## src/raster_params.svh

```systemverilog
/*
  constants for the raster timing parameter set: legal ranges,
  reset timing, clock rate and measurement window.
  assumes: included by bare name, before the package and modules.
*/
`ifndef RASTER_PARAMS_SVH
`define RASTER_PARAMS_SVH

// ==========================================================
// legal ranges
`define H_FRONT_MAX 10'h280
`define H_SYNC_MIN 10'h010
`define H_SYNC_MAX 10'h280
`define H_BACK_MAX 10'h280
`define H_ACTIVE_MIN 11'h010
`define H_ACTIVE_MAX 11'h780
`define V_FRONT_MAX 10'h200
`define V_SYNC_MIN 6'h02
`define V_SYNC_MAX 6'h20
`define V_BACK_MAX 10'h200
`define V_ACTIVE_MIN 11'h00C
`define V_ACTIVE_MAX 11'h5A0

// ==========================================================
// reset timing (640 x 480 progressive, separate syncs)
`define RST_H_FRONT 10'h010
`define RST_H_SYNC 10'h060
`define RST_H_BACK 10'h030
`define RST_H_ACTIVE 11'h280
`define RST_V_FRONT 10'h00A
`define RST_V_SYNC 6'h02
`define RST_V_BACK 10'h021
`define RST_V_ACTIVE 11'h1E0

// ==========================================================
// clock and line rate measurement
`define CLK_PERIOD_NS 8
`define CLK_FREQ_KHZ 125000
`define RATE_GATE_MS 10
`define LINE_RATE_MIN_HZ 12500
`define LINE_RATE_MAX_HZ 125000
`define VSEP_CYCLES_DEF 1280

`endif

```

## src/raster_pkg.sv

```systemverilog
/*
  types and shared decode for the raster timing parameter set.
  assumes: raster_params.svh is on the include path.
*/
`include "raster_params.svh"

package raster_pkg;

    // ==========================================================
    // types
    typedef enum logic [2:0] {
        SYNC_3W = 3'h3,
        SYNC_4W = 3'h4,
        SYNC_5W = 3'h5
    } sync_fmt_t;

    typedef enum logic {
        SET_IN = 1'b0,
        SET_OUT = 1'b1
    } set_sel_t;

    typedef enum logic {
        Q_IDLE = 1'b0,
        Q_SEND = 1'b1
    } query_state_t;

    typedef struct packed {
        logic [9:0] h_front;
        logic [9:0] h_sync_width;
        logic [9:0] h_back;
        logic [10:0] h_active;
        logic [9:0] v_front;
        logic [5:0] v_sync_width;
        logic [9:0] v_back;
        logic [10:0] v_active;
        sync_fmt_t sync_fmt;
        logic h_sync_polarity;
        logic v_sync_polarity;
        logic interlace_flag;
    } timing_set_t;

    typedef struct packed {
        logic h;
        logic v;
        logic c;
        logic sog;
    } raster_sync_t;

    // ==========================================================
    // shared decode
    function automatic logic timing_legal(timing_set_t s);
        return s.h_front <= `H_FRONT_MAX
            && s.h_sync_width >= `H_SYNC_MIN
            && s.h_sync_width <= `H_SYNC_MAX
            && s.h_back <= `H_BACK_MAX
            && s.h_active >= `H_ACTIVE_MIN
            && s.h_active <= `H_ACTIVE_MAX
            && s.v_front <= `V_FRONT_MAX
            && s.v_sync_width >= `V_SYNC_MIN
            && s.v_sync_width <= `V_SYNC_MAX
            && s.v_back <= `V_BACK_MAX
            && s.v_active >= `V_ACTIVE_MIN
            && s.v_active <= `V_ACTIVE_MAX
            && (s.sync_fmt == SYNC_3W || s.sync_fmt == SYNC_4W
                || s.sync_fmt == SYNC_5W);
    endfunction : timing_legal

    // three-wire sync is always negative
    function automatic logic eff_pol(sync_fmt_t f, logic p);
        return (f == SYNC_3W) ? 1'b0 : p;
    endfunction : eff_pol

endpackage : raster_pkg

```

## src/line_rate_meter.sv

```systemverilog
/*
  line_rate_meter: measures line rate and lines per frame of the
  incoming raster, picking the sync wiring from the format setting.
  assumes: sync pins synchronous to clk; set stable while measuring.
*/
`timescale 1ns/1ps
`default_nettype none

module line_rate_meter #(
    parameter int GATE_CYCLES = 1250000,
    parameter int VSEP_CYCLES = 1280,
    parameter int RATE_MIN = 125,
    parameter int RATE_MAX = 1250
) (
    input wire logic clk,
    input wire logic nrst,
    input wire raster_pkg::raster_sync_t in_sync,
    input wire raster_pkg::sync_fmt_t sync_fmt,
    input wire logic h_pol,
    input wire logic v_pol,
    output logic [15:0] measured_line_rate,
    output logic [11:0] measured_total_lines,
    output logic total_valid,
    output logic line_rate_in_range
);
    import raster_pkg::*;

    // ==========================================================
    // sync separation
    logic comp_act, h_act, v_act, h_prev_q, v_prev_q;
    logic line_pulse, frame_pulse, gate_done;
    logic [15:0] comp_run_q, gate_lines_q;
    logic [11:0] line_cnt_q;
    logic [31:0] gate_cnt_q;

    always_comb
    begin
        comp_act = (sync_fmt == SYNC_3W) ? ~in_sync.sog
                 : in_sync.c ^ ~eff_pol(sync_fmt, h_pol);
        if (sync_fmt == SYNC_5W)
        begin
            h_act = in_sync.h ^ ~eff_pol(sync_fmt, h_pol);
            v_act = in_sync.v ^ ~eff_pol(sync_fmt, v_pol);
        end
        else
        begin
            // a composite pulse longer than any line sync is vertical
            h_act = comp_act;
            v_act = comp_run_q >= 16'(VSEP_CYCLES);
        end
    end

    assign line_pulse = h_act && !h_prev_q;
    assign frame_pulse = v_act && !v_prev_q;
    assign gate_done = gate_cnt_q == 32'(GATE_CYCLES - 1);

    always_ff @(posedge clk)
    begin
        if (!nrst)
        begin
            comp_run_q <= 16'h0000;
            h_prev_q <= 1'b0;
            v_prev_q <= 1'b0;
        end
        else
        begin
            if (!comp_act)
                comp_run_q <= 16'h0000;
            else if (comp_run_q != 16'hFFFF)
                comp_run_q <= comp_run_q + 16'h0001;
            h_prev_q <= h_act;
            v_prev_q <= v_act;
        end
    end

    // ==========================================================
    // lines per frame
    always_ff @(posedge clk)
    begin
        if (!nrst)
        begin
            line_cnt_q <= 12'h000;
            measured_total_lines <= 12'h000;
            total_valid <= 1'b0;
        end
        else if (frame_pulse)
        begin
            measured_total_lines <= line_cnt_q;
            total_valid <= 1'b1;
            line_cnt_q <= {11'h000, line_pulse};
        end
        else if (line_pulse && line_cnt_q != 12'hFFF)
            line_cnt_q <= line_cnt_q + 12'h001;
    end

    // ==========================================================
    // line rate over a fixed gate; result in lines per gate
    always_ff @(posedge clk)
    begin
        if (!nrst)
        begin
            gate_cnt_q <= 32'h0000_0000;
            gate_lines_q <= 16'h0000;
            measured_line_rate <= 16'h0000;
            line_rate_in_range <= 1'b0;
        end
        else if (gate_done)
        begin
            gate_cnt_q <= 32'h0000_0000;
            // a line edge on the gate end cycle opens the next gate
            gate_lines_q <= {15'h0000, line_pulse};
            measured_line_rate <= gate_lines_q;
            line_rate_in_range <= gate_lines_q >= 16'(RATE_MIN)
                && gate_lines_q <= 16'(RATE_MAX);
        end
        else
        begin
            gate_cnt_q <= gate_cnt_q + 32'h0000_0001;
            if (line_pulse && gate_lines_q != 16'hFFFF)
                gate_lines_q <= gate_lines_q + 16'h0001;
        end
    end
endmodule : line_rate_meter

`default_nettype wire

```

## src/raster_timing_parameter_set.sv

```systemverilog
/*
  raster_timing_parameter_set: input and output timing sets, query
  stream, output raster generator and input raster measurement.
  assumes: single clock, writes and queries synchronous to clk.
*/
`timescale 1ns/1ps
`default_nettype none
`include "raster_params.svh"

// Contract
// - separate input and output timing sets, same fields and ranges
// - query returns h front, sync, back, active then v same order
// - h front porch opens blanking, h back closes; each 0 to 640
// - h sync width legal from 16 to 640 pixels
// - h blanking total is front porch plus sync plus back porch
// - active pixels per line legal from 16 to 1920
// - pixels per line is active plus front, sync and back
// - v front porch and v back porch each 0 to 512 lines
// - v sync width legal from 2 to 32 lines
// - active lines per frame legal from 12 to 1440
// - total lines measured, read only; front+sync+active checked
// - line rate measured over 12.5 to 125 kHz, read only
// - sync format 3, 4 or 5 wires, steers analog input only; the output set's format still sets the output sync polarity
// - 3 wire: sync on green; 4 wire: composite on one wire
// - 5 wire: h and v sync each on own wire
// - polarity flag 1 is positive sync, 0 negative
// - three-wire sync forces negative polarity on both syncs

module raster_timing_parameter_set #(
    parameter int GATE_CYCLES = `CLK_FREQ_KHZ * `RATE_GATE_MS,
    parameter int VSEP_CYCLES = `VSEP_CYCLES_DEF
) (
    input wire logic clk,
    input wire logic nrst,
    input wire logic wr_en,
    input wire raster_pkg::set_sel_t wr_sel,
    input wire raster_pkg::timing_set_t wr_data,
    output logic wr_error,
    input wire logic query_req,
    input wire raster_pkg::set_sel_t query_sel,
    output logic query_busy,
    output logic query_valid,
    output logic [2:0] query_index,
    output logic [10:0] query_word,
    output raster_pkg::timing_set_t in_set,
    output raster_pkg::timing_set_t out_set,
    input wire raster_pkg::raster_sync_t in_sync,
    output raster_pkg::raster_sync_t out_sync,
    output logic out_blank,
    output logic out_field,
    output logic [11:0] h_blank_total,
    output logic [11:0] h_line_total,
    output logic [15:0] measured_line_rate,
    output logic [11:0] measured_total_lines,
    output logic line_rate_in_range,
    output logic v_sum_mismatch
);
    import raster_pkg::*;

    // ==========================================================
    // constants
    localparam int RATE_MIN =
        `LINE_RATE_MIN_HZ * `RATE_GATE_MS / 1000;
    localparam int RATE_MAX =
        `LINE_RATE_MAX_HZ * `RATE_GATE_MS / 1000;
    localparam timing_set_t RESET_SET = '{
        h_front: `RST_H_FRONT,
        h_sync_width: `RST_H_SYNC,
        h_back: `RST_H_BACK,
        h_active: `RST_H_ACTIVE,
        v_front: `RST_V_FRONT,
        v_sync_width: `RST_V_SYNC,
        v_back: `RST_V_BACK,
        v_active: `RST_V_ACTIVE,
        sync_fmt: SYNC_5W,
        h_sync_polarity: 1'b0,
        v_sync_polarity: 1'b0,
        interlace_flag: 1'b0
    };

    // ==========================================================
    // query word select
    function automatic logic [10:0] set_word(timing_set_t s,
                                             logic [2:0] i);
        logic [10:0] w;
        w = 11'h000;
        unique case (i)
            3'h0: w = {1'b0, s.h_front};
            3'h1: w = {1'b0, s.h_sync_width};
            3'h2: w = {1'b0, s.h_back};
            3'h3: w = s.h_active;
            3'h4: w = {1'b0, s.v_front};
            3'h5: w = {5'h00, s.v_sync_width};
            3'h6: w = {1'b0, s.v_back};
            3'h7: w = s.v_active;
        endcase
        return w;
    endfunction : set_word

    // ==========================================================
    // parameter sets
    logic wr_ok;
    assign wr_ok = timing_legal(wr_data);

    always_ff @(posedge clk)
    begin
        if (!nrst)
        begin
            in_set <= RESET_SET;
            out_set <= RESET_SET;
        end
        else if (wr_en && wr_ok)
        begin
            if (wr_sel == SET_IN)
                in_set <= wr_data;
            else
                out_set <= wr_data;
        end
    end

    // illegal values leave the set untouched
    always_ff @(posedge clk)
    begin
        if (!nrst)
            wr_error <= 1'b0;
        else
            wr_error <= wr_en && !wr_ok;
    end

    // ==========================================================
    // query stream
    query_state_t q_state_q;
    set_sel_t q_sel_q;
    logic q_take;
    timing_set_t q_live;

    assign q_take = query_req && q_state_q == Q_IDLE;
    assign query_busy = q_state_q == Q_SEND;
    assign q_live = (q_sel_q == SET_IN) ? in_set : out_set;

    always_ff @(posedge clk)
    begin
        if (!nrst)
        begin
            q_state_q <= Q_IDLE;
            q_sel_q <= SET_IN;
            query_valid <= 1'b0;
            query_index <= 3'h0;
            query_word <= 11'h000;
        end
        else if (q_take)
        begin
            q_state_q <= Q_SEND;
            q_sel_q <= query_sel;
            query_valid <= 1'b1;
            query_index <= 3'h0;
            query_word <= set_word(
                (query_sel == SET_IN) ? in_set : out_set, 3'h0);
        end
        else if (q_state_q == Q_SEND)
        begin
            if (query_index == 3'h7)
            begin
                q_state_q <= Q_IDLE;
                query_valid <= 1'b0;
            end
            else
            begin
                query_index <= query_index + 3'h1;
                query_word <= set_word(q_live,
                                       query_index + 3'h1);
            end
        end
    end

    // ==========================================================
    // output raster generator
    logic [11:0] h_cnt_q, v_cnt_q, h_end, v_end;
    logic [11:0] h_sync_lo, h_sync_hi, v_sync_lo, v_sync_hi;
    logic h_act_win, v_act_win, h_sync_win, v_sync_win, line_end;
    logic h_pol_eff, v_pol_eff, h_sync_q, v_sync_q, h_run_ok_q;
    logic [11:0] h_run_q;

    always_comb
    begin
        h_sync_lo = 12'(out_set.h_active) + 12'(out_set.h_front);
        h_sync_hi = h_sync_lo + 12'(out_set.h_sync_width);
        h_end = h_sync_hi + 12'(out_set.h_back) - 12'h001;
        v_sync_lo = 12'(out_set.v_active) + 12'(out_set.v_front);
        v_sync_hi = v_sync_lo + 12'(out_set.v_sync_width);
        v_end = v_sync_hi + 12'(out_set.v_back) - 12'h001;
    end

    assign h_act_win = h_cnt_q < 12'(out_set.h_active);
    assign v_act_win = v_cnt_q < 12'(out_set.v_active);
    assign h_sync_win = h_cnt_q >= h_sync_lo && h_cnt_q < h_sync_hi;
    assign v_sync_win = v_cnt_q >= v_sync_lo && v_cnt_q < v_sync_hi;
    assign line_end = h_cnt_q >= h_end;
    assign h_pol_eff = eff_pol(out_set.sync_fmt, out_set.h_sync_polarity);
    assign v_pol_eff = eff_pol(out_set.sync_fmt, out_set.v_sync_polarity);

    // >= rather than == so a shrunk set mid-line still wraps
    always_ff @(posedge clk)
    begin
        if (!nrst)
        begin
            h_cnt_q <= 12'h000;
            v_cnt_q <= 12'h000;
        end
        else if (line_end)
        begin
            h_cnt_q <= 12'h000;
            v_cnt_q <= (v_cnt_q >= v_end) ? 12'h000 : v_cnt_q + 12'h001;
        end
        else
            h_cnt_q <= h_cnt_q + 12'h001;
    end

    always_ff @(posedge clk)
    begin
        if (!nrst)
        begin
            h_sync_q <= 1'b0;
            v_sync_q <= 1'b0;
            out_blank <= 1'b1;
            out_sync <= 4'h0;
        end
        else
        begin
            h_sync_q <= h_sync_win;
            v_sync_q <= v_sync_win;
            out_blank <= !(h_act_win && v_act_win);
            out_sync.h <= h_sync_win ? h_pol_eff : !h_pol_eff;
            out_sync.v <= v_sync_win ? v_pol_eff : !v_pol_eff;
            out_sync.c <= (h_sync_win || v_sync_win) ? h_pol_eff
                        : !h_pol_eff;
            out_sync.sog <= !(h_sync_win || v_sync_win);
        end
    end

    // field toggles per frame only in interlaced scan
    always_ff @(posedge clk)
    begin
        if (!nrst)
            out_field <= 1'b0;
        else if (!out_set.interlace_flag)
            out_field <= 1'b0;
        else if (line_end && v_cnt_q >= v_end)
            out_field <= !out_field;
    end

    always_ff @(posedge clk)
    begin
        if (!nrst)
        begin
            h_blank_total <= 12'h000;
            h_line_total <= 12'h000;
        end
        else
        begin
            h_blank_total <= 12'(out_set.h_front)
                + 12'(out_set.h_sync_width) + 12'(out_set.h_back);
            h_line_total <= h_end + 12'h001;
        end
    end

    // helper: length of the last h sync pulse
    always_ff @(posedge clk)
    begin
        if (!nrst)
            h_run_q <= 12'h000;
        else if (h_sync_q)
            h_run_q <= h_run_q + 12'h001;
        else
            h_run_q <= 12'h000;
    end

    // a pulse cut short by an output set change is not judged
    always_ff @(posedge clk)
    begin
        if (!nrst || (wr_en && wr_ok && wr_sel == SET_OUT))
            h_run_ok_q <= 1'b0;
        else if (line_end && !h_sync_q && !h_sync_win)
            h_run_ok_q <= 1'b1;
    end

    // ==========================================================
    // input raster measurement
    logic total_valid;

    line_rate_meter #(
        .GATE_CYCLES(GATE_CYCLES),
        .VSEP_CYCLES(VSEP_CYCLES),
        .RATE_MIN(RATE_MIN),
        .RATE_MAX(RATE_MAX)
    ) u_meter (
        .clk(clk),
        .nrst(nrst),
        .in_sync(in_sync),
        .sync_fmt(in_set.sync_fmt),
        .h_pol(in_set.h_sync_polarity),
        .v_pol(in_set.v_sync_polarity),
        .measured_line_rate(measured_line_rate),
        .measured_total_lines(measured_total_lines),
        .total_valid(total_valid),
        .line_rate_in_range(line_rate_in_range)
    );

    always_ff @(posedge clk)
    begin
        if (!nrst)
            v_sum_mismatch <= 1'b0;
        else
            v_sum_mismatch <= total_valid && (12'(in_set.v_front)
                + 12'(in_set.v_sync_width) + 12'(in_set.v_active)
                != measured_total_lines);
    end

endmodule : raster_timing_parameter_set

`default_nettype wire

```

## config.mk

```make
export PLATFORM = sky130hd
export DESIGN_NAME = raster_timing_parameter_set
export DESIGN_NICKNAME = d
export VERILOG_FILES = /design/src/raster_pkg.sv /design/src/line_rate_meter.sv /design/src/raster_timing_parameter_set.sv
export VERILOG_INCLUDE_DIRS = /design/src
export SDC_FILE = /design/constraint.sdc
export NUM_CORES = 1
export LEC_CHECK = 0
export BUFFER_PORTS_ARGS = -buffer_cell sky130_fd_sc_hd__buf_2
export CAP_MARGIN = 20
export CORE_UTILIZATION = 28
export CTS_BUF_LIST = sky130_fd_sc_hd__clkbuf_16
export DETAILED_ROUTE_END_ITERATION = 6
export PLACE_DENSITY = 0.51
export SLEW_MARGIN = 10
export SYNTH_ARGS = -nofsm -noshare
export SYNTH_HDL_FRONTEND = slang
export SYNTH_SLANG_ARGS = --single-unit
```

## constraint.sdc

```tcl
create_clock -name clk -period 8.06 [get_ports clk]
set_input_delay 0.806 -clock clk [delete_from_list [all_inputs] [get_ports clk]]
set_output_delay 0.806 -clock clk [all_outputs]
set_load 0.005 [all_outputs]
```

==> results of run 1 <==
critical path, delay by kind of cell (launching register included):
| family | cells | cell delay, ns |
|---|---|---|
| flip-flops | 1 | 0.39 |
| AND/OR/NAND/NOR | 5 | 1.00 |
| AO/OA/AOI/OAI | 12 | 2.66 |
| adder cells (fa/ha/maj) | 5 | 1.61 |
| XOR/XNOR | 4 | 0.86 |
per-stage QoR:
stage,instances,power (mW),util,setup WS (ns)
after CTS,3662,3.99,0.336,1.52
final,3665,3.93,0.336,1.49
after global placement,3587,2.06,0.318,1.72
after floorplan,2356,1.93,-,2.48
after global routing,3663,4.08,0.336,0.876
after detailed placement,3587,2.06,0.318,1.59
cells in the mapped netlist (39+ instances only):
library cell	n	area, um^2
a21o_1	39	293
mux2i_1	191	1910
inv_1	146	548
xnor2_1	93	815
o21ai_0	63	315
clkbuf_1	67	251
a21oi_1	131	656
ha_1	197	2460
nand2_1	140	526
nand3_1	58	290
dfxtp_1	349	6990
nor2_1	323	1210
xor2_1	79	692
worst paths after layout:
kind,end,slack (ns),depth (start not counted)
worst max-delay path,v_cnt_q[8],1.49,26
worst min-delay path,u_meter.gate_cnt_q[0],0.46,1
worst max register to register,v_cnt_q[8],1.49,26
worst min register to register,u_meter.gate_cnt_q[0],0.46,1
report_power, final:
group          switching, mW  internal (mW)
sequential            0.0232           1.74
clock                  0.805           1.10
combinational          0.167         0.0904
total                  0.995           2.93
placed cells by master (no fill, tap or decap), types with 8 or more instances in the layout:
cell,synthesis,layout
dfxtp_1,349,348
buf_2,13,338
nor2_1,323,323
ha_1,197,197
mux2i_1,191,191
inv_1,146,155
nand2_1,140,139
a21oi_1,131,131
xnor2_1,93,93
xor2_1,79,79
o21ai_0,63,63
nand3_1,58,58
clkbuf_16,0,45
a21o_1,39,39
nor3_1,36,35
nor4_1,30,30
nand4_1,30,30
nand2b_1,26,26
fa_1,24,24
and3_1,23,23
o211ai_1,23,23
a211oi_1,19,19
or3_1,19,19
nor2b_1,16,16
a221oi_1,16,16
buf_4,9,16
mux4_2,14,14
o221ai_1,13,13
or2_2,12,12
a22o_1,12,12
mux2_2,11,11
o21a_1,10,10
o21bai_1,9,9
a22oi_1,9,9
clkinv_2,0,8
metal layers:
metal  vias to the layer above  global-route usage
li1                       8917                   -
met1                      8698               0.276
met2                       479               0.329
met3                        92              0.0311
met4                         0              0.0575
met5                         -                   0
sequential cells by signal, indices dropped and copies added (netlist names), 3 cells and up:
register	flops
u_meter.measured_total_lines	12
v_cnt_q	12
h_cnt_q	12
out_set	84
out_sync	4
in_set	84
u_meter.comp_run_q	16
u_meter.gate_cnt_q	32
h_line_total	12
u_meter.measured_line_rate	16
u_meter.line_cnt_q	12
query_word	11
h_blank_total	12
u_meter.gate_lines_q	16
query_index	3
logic make-up (layout without fill, tap and decap cells):
kind of cell	after synthesis	count (layout)	share of synthesized area
multiplexers	216	216	0.112
adder cells (fa/ha/maj)	221	221	0.140
XOR/XNOR	176	176	0.0760
AO/OA/AOI/OAI	408	408	0.129
buffers and inverters	240	577	0.0453
flip-flops	349	349	0.333
AND/OR/NAND/NOR	746	746	0.164
other	0	3	0
layout make-up:
class,instances,area share
multi-input combinational,1767,0.523
sequential,349,0.280
clock inverter,30,0.00876
antenna,3,0.000300
tap,969,0.0485
timing repair buffer,354,0.0725
inverter,148,0.0224
clock buffer,45,0.0451
==> impl_metrics.env, run 1 <==
export IMPL_setup_tns_ns=0
export IMPL_synth_seq_cells=349
export IMPL_finalCritPeriodShare=0.816
export IMPL_cp_max_fo=12
export IMPL_gp_congestion=0.889
export IMPL_die_area_um2=76000
export IMPL_synthesis_nets=2671
export IMPL_worst_setup_path_end_kind="register"
export IMPL_multi_input_area_um2=13100
export IMPL_route_met3_wl_mm=4.34
export IMPL_fmax_mhz=152
export IMPL_ys_types=82
export IMPL_cts_buffers=44
export IMPL_rsz0062_at_grt="false"
export IMPL_gr_total_overflow=0
export IMPL_drive_gt1_frac=0.176
export IMPL_htree_levels=2
export IMPL_ys_seq_area_frac=0.333
export IMPL_dr_wl_met2_mm=35.6
export IMPL_finalSetupViolations=0
export IMPL_dpl_cell_area_um2=23600
export IMPL_critical_path_class="reg -> reg"
export IMPL_slew_viol_final=0
export IMPL_worst_hold_path_type="reg -> reg"
export IMPL_drc=0
export IMPL_syn_area_um2=21000
export IMPL_grt_pass1_wl_mm=114
export IMPL_worst_slew_margin_rel=0.284
export IMPL_avgViaCountPerCell=4.96
export IMPL_p_leak_nw=10.8
export IMPL_syn_instance_count=2356
export IMPL_cp_common_cell="ha_1"
export IMPL_ys_async_sr_fraction=0
export IMPL_postCtsSetupBuffers=0
export IMPL_fin_skew_ns=0.0228
export IMPL_clock_path_buffers=3
export IMPL_crit_required_ns=8.58
export IMPL_startpoint="out_set[43]"
export IMPL_min_from="u_meter.gate_cnt_q[0]"
export IMPL_dr_first_iter_drc_count=1302
export IMPL_maxCapViolCount=0
export IMPL_clkSinkCount=349
export IMPL_first_pass_iters=6
export IMPL_worstReg2RegStart="out_set[43]"
export IMPL_die_w_um=276
export IMPL_initial_core_util=0.282
export IMPL_grt_max_degree=80
export IMPL_critPathSlowestCell="fa_1"
export IMPL_fillers=7931
export IMPL_routed_wl_mm=78.4
export IMPL_io_buffers=338
export IMPL_io_pins=339
export IMPL_root_buffer="clkbuf_16"
export IMPL_vias=18200
export IMPL_worst_pin_slew_ns=1.06
export IMPL_ys_flop_type="dfxtp_1"
export IMPL_antenna_found_initial=5
export IMPL_coreArea_um2=74300
export IMPL_layout_nets=2979
export IMPL_yosys_warnings=0
export IMPL_crit_path_start_kind="register"
export IMPL_cts_clk_slew_worst_paths_ns=0.06
export IMPL_ir_drop_mv=0.111
export IMPL_holdBufCountCts=0
export IMPL_hold_slack_ns=0.455
export IMPL_worstPathArrival_ns=7.09
export IMPL_cts_resized=0
export IMPL_drt_met1_wl_mm=36.3
export IMPL_antenna_left=0
export IMPL_fp_row_count=100
export IMPL_seqCellArea_um2=6990
export IMPL_status="finished clean"
export IMPL_grt_use_total=0.202
export IMPL_dp_hpwl_mm=61.4
export IMPL_synth_edff_count=0
export IMPL_dr_max_layer_used="met4"
export IMPL_max_stage_delay_ns=0.42
export IMPL_powerDensity_nw_per_um2=157
export IMPL_timing_final_crit_period_ns=6.57
export IMPL_syn_to_final_growth_pct=19.1
export IMPL_avgSynthCellArea_um2=8.91
export IMPL_clkLatencyLatePin_ns=0.59
export IMPL_hold_viol=0
export IMPL_tritoncts="built"
export IMPL_final_area_um2=25000
export IMPL_chipHeight_um=276
export IMPL_grt_pass1_vias=17300
export IMPL_routedWlPerCell_um=21.4
Power figures use the tool's default switching activity.
==> run 2, diff against run 1 <==
PLACE_DENSITY = 0.53   (was 0.51)
clock period = 5.3 ns   (was 8.06 ns; I/O delays follow)
==> impl_metrics.env, run 2 (same netlist as run 1, synthesis figures left out) <==
export IMPL_io_pins=339
export IMPL_worst_hold_path_type="in -> reg"
export IMPL_status="complete, but fails checks"
export IMPL_fmax_mhz=187
export IMPL_initial_core_util=0.282
export IMPL_power_frac_seq=0.445
export IMPL_slew_viol_final=0
export IMPL_final_common_cell="dfxtp_1"
export IMPL_setup_tns_ns=-0.225
export IMPL_mostFrequentLayoutCells="dfxtp_1 (344), buf_2 (339), nor2_1 (309)"
export IMPL_reg_top3="in_set (84), out_set (84), u_meter.gate_cnt_q (32)"
export IMPL_die_w_um=276
export IMPL_worstPathArrival_ns=5.87
export IMPL_maxCapViolCount=0
export IMPL_startpoint="out_set[74]"
export IMPL_utilization=0.363
export IMPL_comb_power_share=0.071
export IMPL_antenna_left=0
export IMPL_place_inst=3735
export IMPL_r2r_end="v_cnt_q[7]"
export IMPL_fin_skew_ns=0.0201
export IMPL_clkLatencyLatePin_ns=0.59
export IMPL_layout_nets=3149
export IMPL_p_leak_nw=11.8
export IMPL_setup_slack_ns=-0.0398
export IMPL_gp_congestion=0.897
export IMPL_cts_clk_slew_worst_paths_ns=0.06
export IMPL_die_area_um2=76000
export IMPL_p_int_mw=4.49
export IMPL_worst_setup_path_end_kind="register"
export IMPL_grt_pass1_vias=18400
export IMPL_cts_buffers=43
export IMPL_crit_required_ns=5.83
export IMPL_final_area_um2=27000
export IMPL_timing_final_crit_period_ns=5.34
export IMPL_hold_viol=0
export IMPL_endpoint="v_cnt_q[7]"
export IMPL_grt_use_total=0.214
export IMPL_htree_levels=2
export IMPL_finalCritPeriodShare=1.01
export IMPL_reg2reg_slack_ns=-0.04
export IMPL_worst_pin_slew_ns=1.16
export IMPL_clock_path_buffers=3
export IMPL_rsz0062_at_grt="true"
export IMPL_fp_row_count=100
export IMPL_chipHeight_um=276
export IMPL_p_sw_mw=1.55
export IMPL_cp_max_fo=5
export IMPL_drc=0
export IMPL_vias=19200
export IMPL_critical_path_class="reg -> reg"
export IMPL_gr_total_overflow=0
export IMPL_worst_slew_margin_rel=0.227
export IMPL_syn_to_final_growth_pct=28.6
export IMPL_fillers=7764
export IMPL_finalSetupViolations=10
export IMPL_routedWlPerCell_um=21.5
export IMPL_p_clk_frac=0.484
export IMPL_coreArea_um2=74300
export IMPL_antenna_found_initial=10
export IMPL_crit_path_start_kind="register"
export IMPL_grt_pass1_wl_mm=121
export IMPL_root_buffer="clkbuf_16"
export IMPL_clkSinkCount=349
export IMPL_grt_max_degree=130
export IMPL_io_buffers=338
export IMPL_avgViaCountPerCell=4.99
export IMPL_dr_first_iter_drc_count=1517
export IMPL_violations="setup timing"
export IMPL_hold_slack_ns=0.196
export IMPL_first_pass_iters=5
export IMPL_p_sw_frac=0.257
export IMPL_ir_drop_mv=0.187
export IMPL_powerDensity_nw_per_um2=224
export IMPL_r2r_cells=27
export IMPL_worstReg2RegStart="out_set[74]"
export IMPL_routed_wl_mm=82.5
export IMPL_layoutNonFillerInstCount=3842
export IMPL_drive_gt1_frac=0.258
export IMPL_dpl_cell_area_um2=24900
export IMPL_total_power_mw=6.04
export IMPL_place_ws_ns=-0.399
export IMPL_dp_hpwl_mm=65.4
export IMPL_tritoncts="built"
[run 2: what timing repair did]
item | CTS | global route
hold buffers | 0 | 0
resized for setup | 56 | 64
buffers inserted | 11 | 10
endpoints found under the setup margin | 25 | 25
gates cloned | 1 | 1
pin swaps | 49 | 47
[run 2: worst min-delay path by stage]
stage | startpoint | to | slack (ns) | depth (start not counted)
2_1_floorplan | u_meter.total_valid | v_sum_mismatch | 0.41 | 2
3_3_place_gp | u_meter.gate_cnt_q[0] | u_meter.gate_cnt_q[0] | 0.43 | 1
4_1_cts | wr_data[70] | in_set[70] | 0.16 | 3
6_report | wr_data[70] | in_set[70] | 0.20 | 3
5_1_grt | wr_en | wr_error | 0.18 | 2
3_5_place_dp | u_meter.total_valid | v_sum_mismatch | 0.43 | 2
[run 2: cell type report]
| class | count | area, um^2 | share of cell area |
|---|---|---|---|
| Multi-Input combinational cell | 1768 | 13700 | 0.506 |
| Sequential cell | 349 | 7000 | 0.259 |
| Antenna cell | 6 | 15.0 | 0.000556 |
| Timing Repair Buffer | 524 | 3180 | 0.118 |
| Tap cell | 969 | 1210 | 0.0449 |
| Clock buffer | 43 | 1080 | 0.0399 |
| Inverter | 148 | 561 | 0.0208 |
| Clock inverter | 35 | 299 | 0.0111 |
[run 2: power by group through the flow]
stage          registers, mW  logic [mW]  clock network [mW]
3_3_place_gp            2.75       0.412                   0
4_1_cts                 2.69       0.419                3.01
3_5_place_dp            2.75       0.411                   0
6_report                2.69       0.429                2.92
5_1_grt                 2.69       0.467                3.11
2_1_floorplan           2.73       0.212                   0
[run 2: critical path, stage by stage, from the launching register on]
cell     delay (ns)
dfxtp_2        0.33
ha_4           0.17
fa_2           0.39
a21oi_2        0.17
nor2_1         0.07
nor2_2         0.13
xnor2_2        0.13
ha_1           0.34
nand2_1        0.10
o31a_1         0.34
nor2_2         0.14
xor2_2         0.22
xnor2_1        0.16
ha_2           0.31
o21a_1         0.12
a21oi_2        0.18
o21ai_4        0.08
xnor2_2        0.15
ha_1           0.30
a21o_1         0.17
a21oi_2        0.15
nor3b_4        0.20
o311a_4        0.24
or2_4          0.21
nand2_4        0.07
o21a_1         0.17
buf_6          0.15
nor2_4         0.09
[run 2: layer usage]
metal,global-route usage,vias to the layer above,part of all wire
met4,0.0776,2,0.035
met3,0.0406,132,0.074
met5,0,-,0.00013
met1,0.290,9201,0.45
met2,0.337,597,0.45
li1,-,9242,-
